`config.mk`:
```
export PLATFORM = sky130hd
export DESIGN_NAME = uart_transport_wakeup_power
export DESIGN_NICKNAME = d
export VERILOG_FILES = /design/src/hdl/wake_pkg.sv /design/src/hdl/power_mode_map.sv /design/src/hdl/uart_transport_wakeup_power.sv
export SDC_FILE = /design/constraint.sdc
export NUM_CORES = 1
export LEC_CHECK = 0
export ABC_AREA = 0
export BUFFER_PORTS_ARGS = -buffer_cell sky130_fd_sc_hd__buf_2
export CAP_MARGIN = 25
export CORE_UTILIZATION = 46
export CTS_CLUSTER_DIAMETER = 30
export DETAILED_ROUTE_END_ITERATION = 7
export GPL_TIMING_DRIVEN = 0
export HOLD_SLACK_MARGIN = 0.15
export PLACE_DENSITY = 0.82
export SLEW_MARGIN = 20
export SYNTH_ARGS = -nofsm -noshare
export SYNTH_HDL_FRONTEND = slang
export SYNTH_SLANG_ARGS = --single-unit
```
`constraint.sdc`:
```
create_clock -name mclk -period 2.27 [get_ports mclk]
set_input_delay 0.3405 -clock mclk [delete_from_list [all_inputs] [get_ports mclk]]
set_output_delay 0.3405 -clock mclk [all_outputs]
set_load 0.05 [all_outputs]
```
`src/hdl/wake_pkg.sv`:
```
package wake_pkg;

    // Radio activity levels
    typedef enum logic [1:0]
    {
        radio_off,
        radio_scan,
        radio_link
    } radio_e;

    // Power modes
    typedef enum logic [2:0]
    {
        mode_all_off,
        mode_uart_only,
        mode_scan_uart_off,
        mode_scan_uart_on,
        mode_link_uart_off,
        mode_link_uart_on
    } power_mode_e;

    // Reference clock selection
    typedef enum logic [1:0]
    {
        refclk_none,
        refclk_main,
        refclk_low_power
    } refclk_e;

    // Wake-up line levels: asserted means driven low
    localparam logic WAKE_ASSERTED = 1'b0;
    localparam logic WAKE_IDLE = 1'b1;

    // Internal pull defaults of the start-up straps
    localparam logic STARTUP_STRAP_DEFAULT = 1'b0;
    localparam logic ENV_STRAP_DEFAULT = 1'b1;

    localparam int HOST_CFG_W = 3;
    localparam logic [HOST_CFG_W-1:0] HOST_CFG_RESET = 3'h0;

endpackage

```
`src/hdl/power_mode_map.sv`:
```
`timescale 1ns/10ps
module power_mode_map
    import wake_pkg::*;
(
    // Activity inputs
    input wire logic uart_on,
    input wire radio_e radio,
    input wire logic lp_clk_allowed,
    // Mode outputs
    output power_mode_e mode,
    output refclk_e refclk
);

    always_comb
    begin
        unique case (radio)
            radio_scan:
            begin
                mode = uart_on ? mode_scan_uart_on : mode_scan_uart_off;
                refclk = (!uart_on && lp_clk_allowed) ? refclk_low_power : refclk_main;
            end
            radio_link:
            begin
                mode = uart_on ? mode_link_uart_on : mode_link_uart_off;
                refclk = refclk_main;
            end
            default:
            begin
                mode = uart_on ? mode_uart_only : mode_all_off;
                refclk = uart_on ? refclk_main : refclk_none;
            end
        endcase
    end

endmodule

```
`src/hdl/uart_transport_wakeup_power.sv`:
```
`timescale 1ns/10ps
// Summary of operation
// - UART transport enabled straight after reset
// - Only host disable command turns transport off
// - Re-enable only through hardware wake-up handshake
// - Six power modes from UART and radio
// - No clock idle; low-power clock when scanning with UART off, if allowed
// - Remote link changes update radio activity
// - Disable: drain, confirm, then UART off
// - Disabled UART wakes on CTS falling edge
// - Check transport enabled before sending anything
// - Pending data while disabled: assert RTS
// - After host RTS: confirm first, then events
// - Host wake-up: power UART, assert RTS
// - Confirm host wake-up with enabled event
// - Power down link controller and radio idle
// - Host config taken from three straps at boot
// - Start-up straps default low, environment high
module uart_transport_wakeup_power
    import wake_pkg::*;
(
    // Clock and reset
    input wire logic mclk,
    input wire logic rst,
    // Host command decoder
    input wire logic disable_cmd,
    // Event path
    input wire logic tx_pending,
    input wire logic tx_buf_empty,
    input wire logic confirm_done,
    output logic confirm_req,
    output logic tx_allow,
    // Radio activity requests
    input wire logic scan_req,
    input wire logic host_link_req,
    input wire logic remote_link_up,
    input wire logic remote_link_down,
    input wire logic lp_clk_allowed,
    // Wake-up lines, crossed to the host
    input wire logic cts,
    output logic rts,
    // Power controls
    output logic uart_power,
    output logic link_controller_power,
    output logic radio_power,
    output power_mode_e power_mode,
    output refclk_e refclk_sel,
    // Boot straps
    input wire logic host_cfg_strap_a,
    input wire logic host_cfg_strap_b,
    input wire logic host_cfg_strap_c,
    input wire logic startup_strap_a,
    input wire logic startup_strap_b,
    input wire logic environment_strap,
    input wire logic startup_strap_a_driven,
    input wire logic startup_strap_b_driven,
    input wire logic environment_strap_driven,
    output logic [HOST_CFG_W-1:0] host_cfg,
    output logic startup_opt_a,
    output logic startup_opt_b,
    output logic environment_opt
);

    typedef enum logic [2:0]
    {
        st_on,
        st_drain,
        st_confirm_off,
        st_off,
        st_dev_wake,
        st_confirm_on
    } xport_e;

    xport_e state_ff, nxt_state;
    logic rts_ff, nxt_rts;
    logic cts_prev_ff, nxt_cts_prev;
    logic remote_link_ff, nxt_remote_link;
    logic straps_taken_ff, nxt_straps_taken;
    logic [HOST_CFG_W-1:0] host_cfg_ff, nxt_host_cfg;
    logic opt_a_ff, nxt_opt_a;
    logic opt_b_ff, nxt_opt_b;
    logic env_ff, nxt_env;
    logic uart_on;
    logic cts_fall;
    radio_e radio;

    // Resolves an unconnected strap to its internal pull default
    function automatic logic strap_level(input logic level, input logic driven, input logic dflt);
        strap_level = driven ? level : dflt;
    endfunction

    // Any radio activity needs both the radio and the link controller supplied
    function automatic logic radio_active(input radio_e level);
        radio_active = (level != radio_off);
    endfunction

    assign cts_fall = cts_prev_ff && (cts == WAKE_ASSERTED);

    always_comb
    begin
        nxt_state = state_ff;
        nxt_rts = rts_ff;
        nxt_cts_prev = cts;
        unique case (state_ff)
            st_on:
            begin
                nxt_rts = WAKE_ASSERTED;
                if (disable_cmd)
                begin
                    nxt_state = st_drain;
                end
            end
            st_drain:
            begin
                if (tx_buf_empty)
                begin
                    nxt_state = st_confirm_off;
                end
            end
            st_confirm_off:
            begin
                if (confirm_done)
                begin
                    nxt_state = st_off;
                    nxt_rts = WAKE_IDLE;
                end
            end
            st_off:
            begin
                if (cts_fall)
                begin
                    nxt_state = st_confirm_on;
                    nxt_rts = WAKE_ASSERTED;
                end
                else if (tx_pending)
                begin
                    nxt_state = st_dev_wake;
                    nxt_rts = WAKE_ASSERTED;
                end
            end
            st_dev_wake:
            begin
                if (cts_fall || cts == WAKE_ASSERTED)
                begin
                    nxt_state = st_confirm_on;
                end
            end
            st_confirm_on:
            begin
                if (confirm_done)
                begin
                    nxt_state = st_on;
                end
            end
            // Unused state codes fall back to the enabled transport
            default:
            begin
                nxt_state = st_on;
                nxt_rts = WAKE_ASSERTED;
            end
        endcase
    end

    always_ff @(posedge mclk or posedge rst)
    begin
        if (rst)
        begin
            state_ff <= st_on;
            rts_ff <= WAKE_ASSERTED;
            cts_prev_ff <= WAKE_ASSERTED;
        end
        else
        begin
            state_ff <= nxt_state;
            rts_ff <= nxt_rts;
            cts_prev_ff <= nxt_cts_prev;
        end
    end

    // Transport usable for the UART hardware
    assign uart_on = (state_ff != st_off) && (state_ff != st_dev_wake);
    assign uart_power = uart_on;
    assign rts = rts_ff;
    assign confirm_req = (state_ff == st_confirm_off) || (state_ff == st_confirm_on);
    assign tx_allow = (state_ff == st_on) || (state_ff == st_drain);

    // Remote link tracking
    always_comb
    begin
        nxt_remote_link = remote_link_ff;
        if (remote_link_up)
        begin
            nxt_remote_link = 1'b1;
        end
        else if (remote_link_down)
        begin
            nxt_remote_link = 1'b0;
        end
    end

    always_ff @(posedge mclk or posedge rst)
    begin
        if (rst)
        begin
            remote_link_ff <= 1'b0;
        end
        else
        begin
            remote_link_ff <= nxt_remote_link;
        end
    end

    always_comb
    begin
        if (remote_link_ff || host_link_req)
        begin
            radio = radio_link;
        end
        else if (scan_req)
        begin
            radio = radio_scan;
        end
        else
        begin
            radio = radio_off;
        end
    end

    assign radio_power = radio_active(radio);
    assign link_controller_power = radio_active(radio);

    power_mode_map u_map
    (
        .uart_on(uart_on),
        .radio(radio),
        .lp_clk_allowed(lp_clk_allowed),
        .mode(power_mode),
        .refclk(refclk_sel)
    );

    // Strap capture on the first edge after reset release
    always_comb
    begin
        nxt_straps_taken = 1'b1;
        nxt_host_cfg = host_cfg_ff;
        nxt_opt_a = opt_a_ff;
        nxt_opt_b = opt_b_ff;
        nxt_env = env_ff;
        if (!straps_taken_ff)
        begin
            nxt_host_cfg = {host_cfg_strap_c, host_cfg_strap_b, host_cfg_strap_a};
            nxt_opt_a = strap_level(startup_strap_a, startup_strap_a_driven, STARTUP_STRAP_DEFAULT);
            nxt_opt_b = strap_level(startup_strap_b, startup_strap_b_driven, STARTUP_STRAP_DEFAULT);
            nxt_env = strap_level(environment_strap, environment_strap_driven, ENV_STRAP_DEFAULT);
        end
    end

    always_ff @(posedge mclk or posedge rst)
    begin
        if (rst)
        begin
            straps_taken_ff <= 1'b0;
            host_cfg_ff <= HOST_CFG_RESET;
            opt_a_ff <= STARTUP_STRAP_DEFAULT;
            opt_b_ff <= STARTUP_STRAP_DEFAULT;
            env_ff <= ENV_STRAP_DEFAULT;
        end
        else
        begin
            straps_taken_ff <= nxt_straps_taken;
            host_cfg_ff <= nxt_host_cfg;
            opt_a_ff <= nxt_opt_a;
            opt_b_ff <= nxt_opt_b;
            env_ff <= nxt_env;
        end
    end

    assign host_cfg = host_cfg_ff;
    assign startup_opt_a = opt_a_ff;
    assign startup_opt_b = opt_b_ff;
    assign environment_opt = env_ff;

endmodule

```
# Yosys cells after proc, flatten, opt, wreduce, memory -nomap -nowiden

Cells that the tools add are included.

Bits in registers: 13
Bits of input ports: 21
Output and inout port bits: 17
Logic and storage cells: 66

Eq/ne operators: 15
Muxes and demuxes: 26
Bitwise gates (word level): 2
Reductions and logical operators: 14

Operators with widths:

| operator                                                                | count |
|---|---|
| 3-bit 2-to-1 mux                                                        | 7 |
| 3-bit one-hot mux with 6 select lines                                   | 1 |
| 1-bit 2-to-1 mux                                                        | 13 |
| 2-bit inequality test, second input constant                            | 5 |
| 3-bit by 2-bit == test with 1-bit output, second input constant         | 2 |
| 3-bit == test, second input constant                                    | 2 |
| 3-bit inequality test, second input constant                            | 2 |
| 3-bit one-hot mux with 2 select lines                                   | 1 |
| 6-bit AND reduction                                                     | 1 |
| 1-bit logical OR                                                        | 4 |
| 2-bit 2-to-1 mux                                                        | 2 |
| 2-bit one-hot mux with 2 select lines                                   | 1 |
| 2-bit nonzero test                                                      | 2 |
| 3-bit by 1-bit == test with 1-bit output, second input constant         | 1 |
| 1-bit logical AND                                                       | 3 |
| 3-bit zero test                                                         | 1 |
| 3-bit by 2-bit inequality test with 1-bit output, second input constant | 1 |
| 1-bit one-hot mux with 3 select lines                                   | 1 |
| 3-bit AND reduction                                                     | 1 |
| 3-bit OR reduction                                                      | 1 |
| 2-bit by 1-bit == test with 1-bit output, second input constant         | 1 |
| 2-bit == test, second input constant                                    | 1 |
| 1-bit NOT                                                               | 2 |
| 1-bit zero test                                                         | 1 |

# Depth between registers and ports, before layout

Depth after elaboration: 6
Mapped depth: 5
Mapped depth without buffers: 3

# Hierarchy

From an unflattened synthesis, not the netlist that was laid out.

Cell total of the unflattened synthesis: 77
Area, all modules: 752.0 um^2

By module, submodules not included:

| module                      | instances | cells each | area an instance (um^2) | sequential area each (um^2) |
|---|---|---|---|---|
| uart_transport_wakeup_power | 1         | 67         | 668.1                   | 326.6 |
| power_mode_map              | 1         | 10         | 83.8                    | 0.0 |

# Worst setup path before layout

Ideal clock, no wire load.

Path type: reg-to-output
Start point: reg state_ff[1]
End point: out confirm_req
Arrival time: 1668 ps
Required time: 1929 ps
Slack: 262 ps
Cell stages (with the launch flop): 3
Path buffers: 1
Path through: dfrtp_1 buf_6 o21ai_0

Word-level cells in the longest chain between the ends: 2
Elaborated cells on any way between the ends: 3
Classes of those cells: eq/ne: 2; reduce/logical: 1

RTL lines:

| item                                                                             | line                               | text |
|---|---|---|
| start, declared                                                                  | uart_transport_wakeup_power.sv:74  | `xport_e state_ff, nxt_state;` |
| start signal, assigned                                                           | uart_transport_wakeup_power.sv:168 | `state_ff <= st_on;` |
| start signal, assigned                                                           | uart_transport_wakeup_power.sv:174 | `state_ff <= nxt_state;` |
| 3-bit by 2-bit == test with 1-bit output / 3-bit == test (equally long branches) | uart_transport_wakeup_power.sv:184 | `assign confirm_req = (state_ff == st_confirm_off) \|\| (state_ff == st_confirm_on);` |
| 1-bit logical OR *                                                               | uart_transport_wakeup_power.sv:184 |  |
| end, declared                                                                    | uart_transport_wakeup_power.sv:31  | `output logic confirm_req,` |

Every way passes the cells marked *; elsewhere a longest branch is shown, timed or not.

# Final worst setup path

Start point: reg state_ff[2]
End point: out refclk_sel[1]

Word-level cells in the longest chain between the ends: 6
Elaborated cells on any way between the ends: 7
Classes of those cells: eq/ne: 2; mux: 2; reduce/logical: 3

RTL lines:

| item                                                                                             | line                               | text |
|---|---|---|
| 3-bit by 2-bit inequality test with 1-bit output / 3-bit inequality test (equally long branches) | uart_transport_wakeup_power.sv:181 | `assign uart_on = (state_ff != st_off) && (state_ff != st_dev_wake);` |
| 1-bit logical AND *                                                                              | uart_transport_wakeup_power.sv:181 |  |
| 1-bit zero test *                                                                                | power_mode_map.sv:20               | `refclk = (!uart_on && lp_clk_allowed) ? refclk_low_power : refclk_main;` |
| 1-bit logical AND *                                                                              | power_mode_map.sv:20               |  |
| 2-bit 2-to-1 mux *                                                                               | power_mode_map.sv:20               |  |
| 2-bit one-hot mux with 2 select lines *                                                          | power_mode_map.sv:16               | `unique case (radio)` |
| end, declared                                                                                    | uart_transport_wakeup_power.sv:47  | `output refclk_e refclk_sel,` |

Marked as above.

==> reports/qor.csv <==
metric,value,unit
min-delay worst type,in2reg,
Int Pwr,566,uW
post-DP HPWL,1.19,mm
die area,0.00168,sq mm
GPL Wtd Cong,0.855,
H-tree depth,1,
Sw Ratio,0.490,
Routed WL per cell,12.3,um
Setup TNS,0,ns
Inserted Clock Buffers,3,
Die Ht,41.0,um
placed cells,124,
power share of the sequential group,0.287,
number of synthesized flops with an enable pin,0,
P&R area growth vs syn,34.3,%
total number of vias,679,
Nets,136,
Ys Warns,0,
area taken by multi-input logic gates,300,sq um
Leak Pwr,0.507,nW
Slew Limit Fails,0,
crit-path cells,buf_6 -> nand3b_4 -> o21ai_1 -> and3_1 -> buf_2,
CTS root buffer,clkbuf_4,
Pwr Total,1.11,mW
CP startpoint kind,flop,
diode count,0,
fill count,101,
DR pass1 iterations,4,
Mapped Cells,72,
largest net degree at the start of global routing,14,
fmax,0.520,GHz
vias in the first global route,530,
Post-Syn Nets,93,
RSZ-0062 raised after global routing,false,
Reg area,327,sq um
clock power share,0.129,
CTS sink count,13,
Starting DRT DRC Count,8,
top post-synthesis cells by area,"dfrtp_1, mux2_2, dfstp_2",
ratio of cells with drive above 1 in the final layout,0.456,
initial core utilization,0.518,
final std cells w/o fill,129,
Setup-failing EPs final,0,
Final min period,1.92,ns
worst slew pin tran,0.619,ns
first-pass GRT wire length,2.08,mm
buffers plus inverters on the worst setup path,2,
CTS resizes,0,
most common library cells after synthesis,"dfrtp_1, nand2_1, inv_1, nor2_1, o21ai_0",
chip width,41.0,um
total grt overflow,0,
vias per std cell,5.26,
Final period util,0.847,
Psw,544,uW
Final Hold Fails,0,
clk buf depth,2,
initial antenna violation count,0,
"CTS clk-pin slew, worst paths",0.08,ns
Critical Path Sink Type,primary output,
DRT Wirelength,1.58,mm
"Avg Cell Area, Syn",9.71,sq um
Post-Place Setup Slack,0.646,ns
CTS tree,built,
ys flop type,dfrtp_1,
Crit Path Max Fanout,10,
GRT Overall Usage,0.193,
"Clk Latency, worst-skew pair",0.27,ns
WP data required,1.93,ns
max capacitance violation total,0,
peak supply drop,0.740,mV
most common cell in the netlist,dfrtp_1,
PwrDens,1180,mW/mm^2
Crit Path Class,reg2out,
Post-DRT Antenna Nets,0,
final hold slack,0.200,ns
Core Region,0.00135,sq mm
Slew HR,0.576,
final worst slack,0.347,ns
"slowest stage delay, CP",0.42,ns
Worst Path Arrival,1.58,ns
"area leader, netlist",dfrtp_1,
row count,13,
IO Count,38,
combinational share of power,0.584,
Crit path max-delay family,flip-flops,
Synth top area share,0.429,
Port Buffers,37,
clock skew,0.00190,ns
"Seq/Total Area, Yosys",0.467,
outcome,finished clean,
Syn Std Cell Area,699,sq um
#FFs+latches synth,13,
post-synthesis async set-or-reset flop share,1.00,
critical path's slowest cell,dfrtp_1,
DRC,0,
Netlist cell types,28,
-- cells in the final DEF, fill, tap and decap left out, types with 3 or more instances in the layout --
master / count
buf_2: 38
dfrtp_1: 12
nand2_1: 7
inv_1: 6
nor2_1: 5
o21ai_0: 5
nand2b_1: 4
mux2_2: 3
nor2b_1: 3
buf_4: 3
a211o_1: 3
a21oi_1: 3
clkbuf_4: 3
-- worst paths after layout --
kind,slack [ns],to,cells past startpoint,start
hold reg to reg,0.49,startup_opt_b,2,startup_opt_b
max in group asynchronous,1.31,environment_opt,3,rst
setup / recovery,0.35,refclk_sel[1],5,state_ff[2]
setup reg to reg,0.89,state_ff[0],3,state_ff[2]
hold / removal,0.20,cts_prev_ff,1,cts
min in group asynchronous,0.62,host_cfg[1],3,rst
-- per-stage QoR --
stage | area [sq um] | util
after floorplan | 699 | -
after global placement | 903 | 0.669
after detailed placement | 903 | 0.669
after CTS | 940 | 0.696
after global routing | 940 | 0.696
final | 940 | 0.696
-- power groups by stage --
stage               combinational, mW  sequential (mW)  clock, mW
floorplan                       0.452            0.382          0
global placement                0.629            0.318          0
detailed placement              0.642            0.323          0
CTS                             0.645            0.319      0.148
global route                    0.701            0.326      0.156
finish                          0.648            0.319      0.143
-- state kept, by name, indices dropped and copies added (netlist names) --
| register | flops |
|---|---|
| host_cfg | 3 |
| straps_taken_ff | 1 |
| state_ff | 3 |
| startup_opt_b | 1 |
| environment_opt | 1 |
| rts | 1 |
| startup_opt_a | 1 |
| remote_link_ff | 1 |
| cts_prev_ff | 1 |
-- area by class of cell --
| type | instances | share of cell area |
|---|---|---|
| plain buffers | 6 | 0.0533 |
| clock buffers | 4 | 0.0280 |
| inverters | 6 | 0.0240 |
| multi-input cells | 47 | 0.320 |
| flip-flops and latches | 13 | 0.348 |
| well taps | 15 | 0.0200 |
| repair buffers | 38 | 0.208 |
-- cells by family (layout without fill, tap and decap cells) --
family | after synthesis | after routing | share of synthesized area
compound gates | 15 | 15 | 0.140
buf+inv | 12 | 54 | 0.104
flops | 13 | 13 | 0.467
mux | 3 | 3 | 0.0483
simple gates | 28 | 28 | 0.236
other cells | 1 | 1 | 0.00536
-- worst reg2reg max path, cell delays in order (launching register included) --
cell and delay [ns]:
dfrtp_1 0.42, buf_6 0.15, a2111oi_0 0.57, a211o_1 0.18
-- layer usage --
metal / global-route usage / vias to the layer above / part of all wire
met5: 0 / - / 0
met4: 0.125 / 0 / 0.027
met3: 0.0163 / 4 / 0.071
met2: 0.344 / 36 / 0.51
met1: 0.218 / 316 / 0.39
li1: - / 323 / -
-- repair_timing --
action                                 in CTS  in global routing
setup buffers                               0                  0
endpoints found under the hold margin      12                  0
hold buffers                                1                  0
Power figures use the tool's default switching activity.
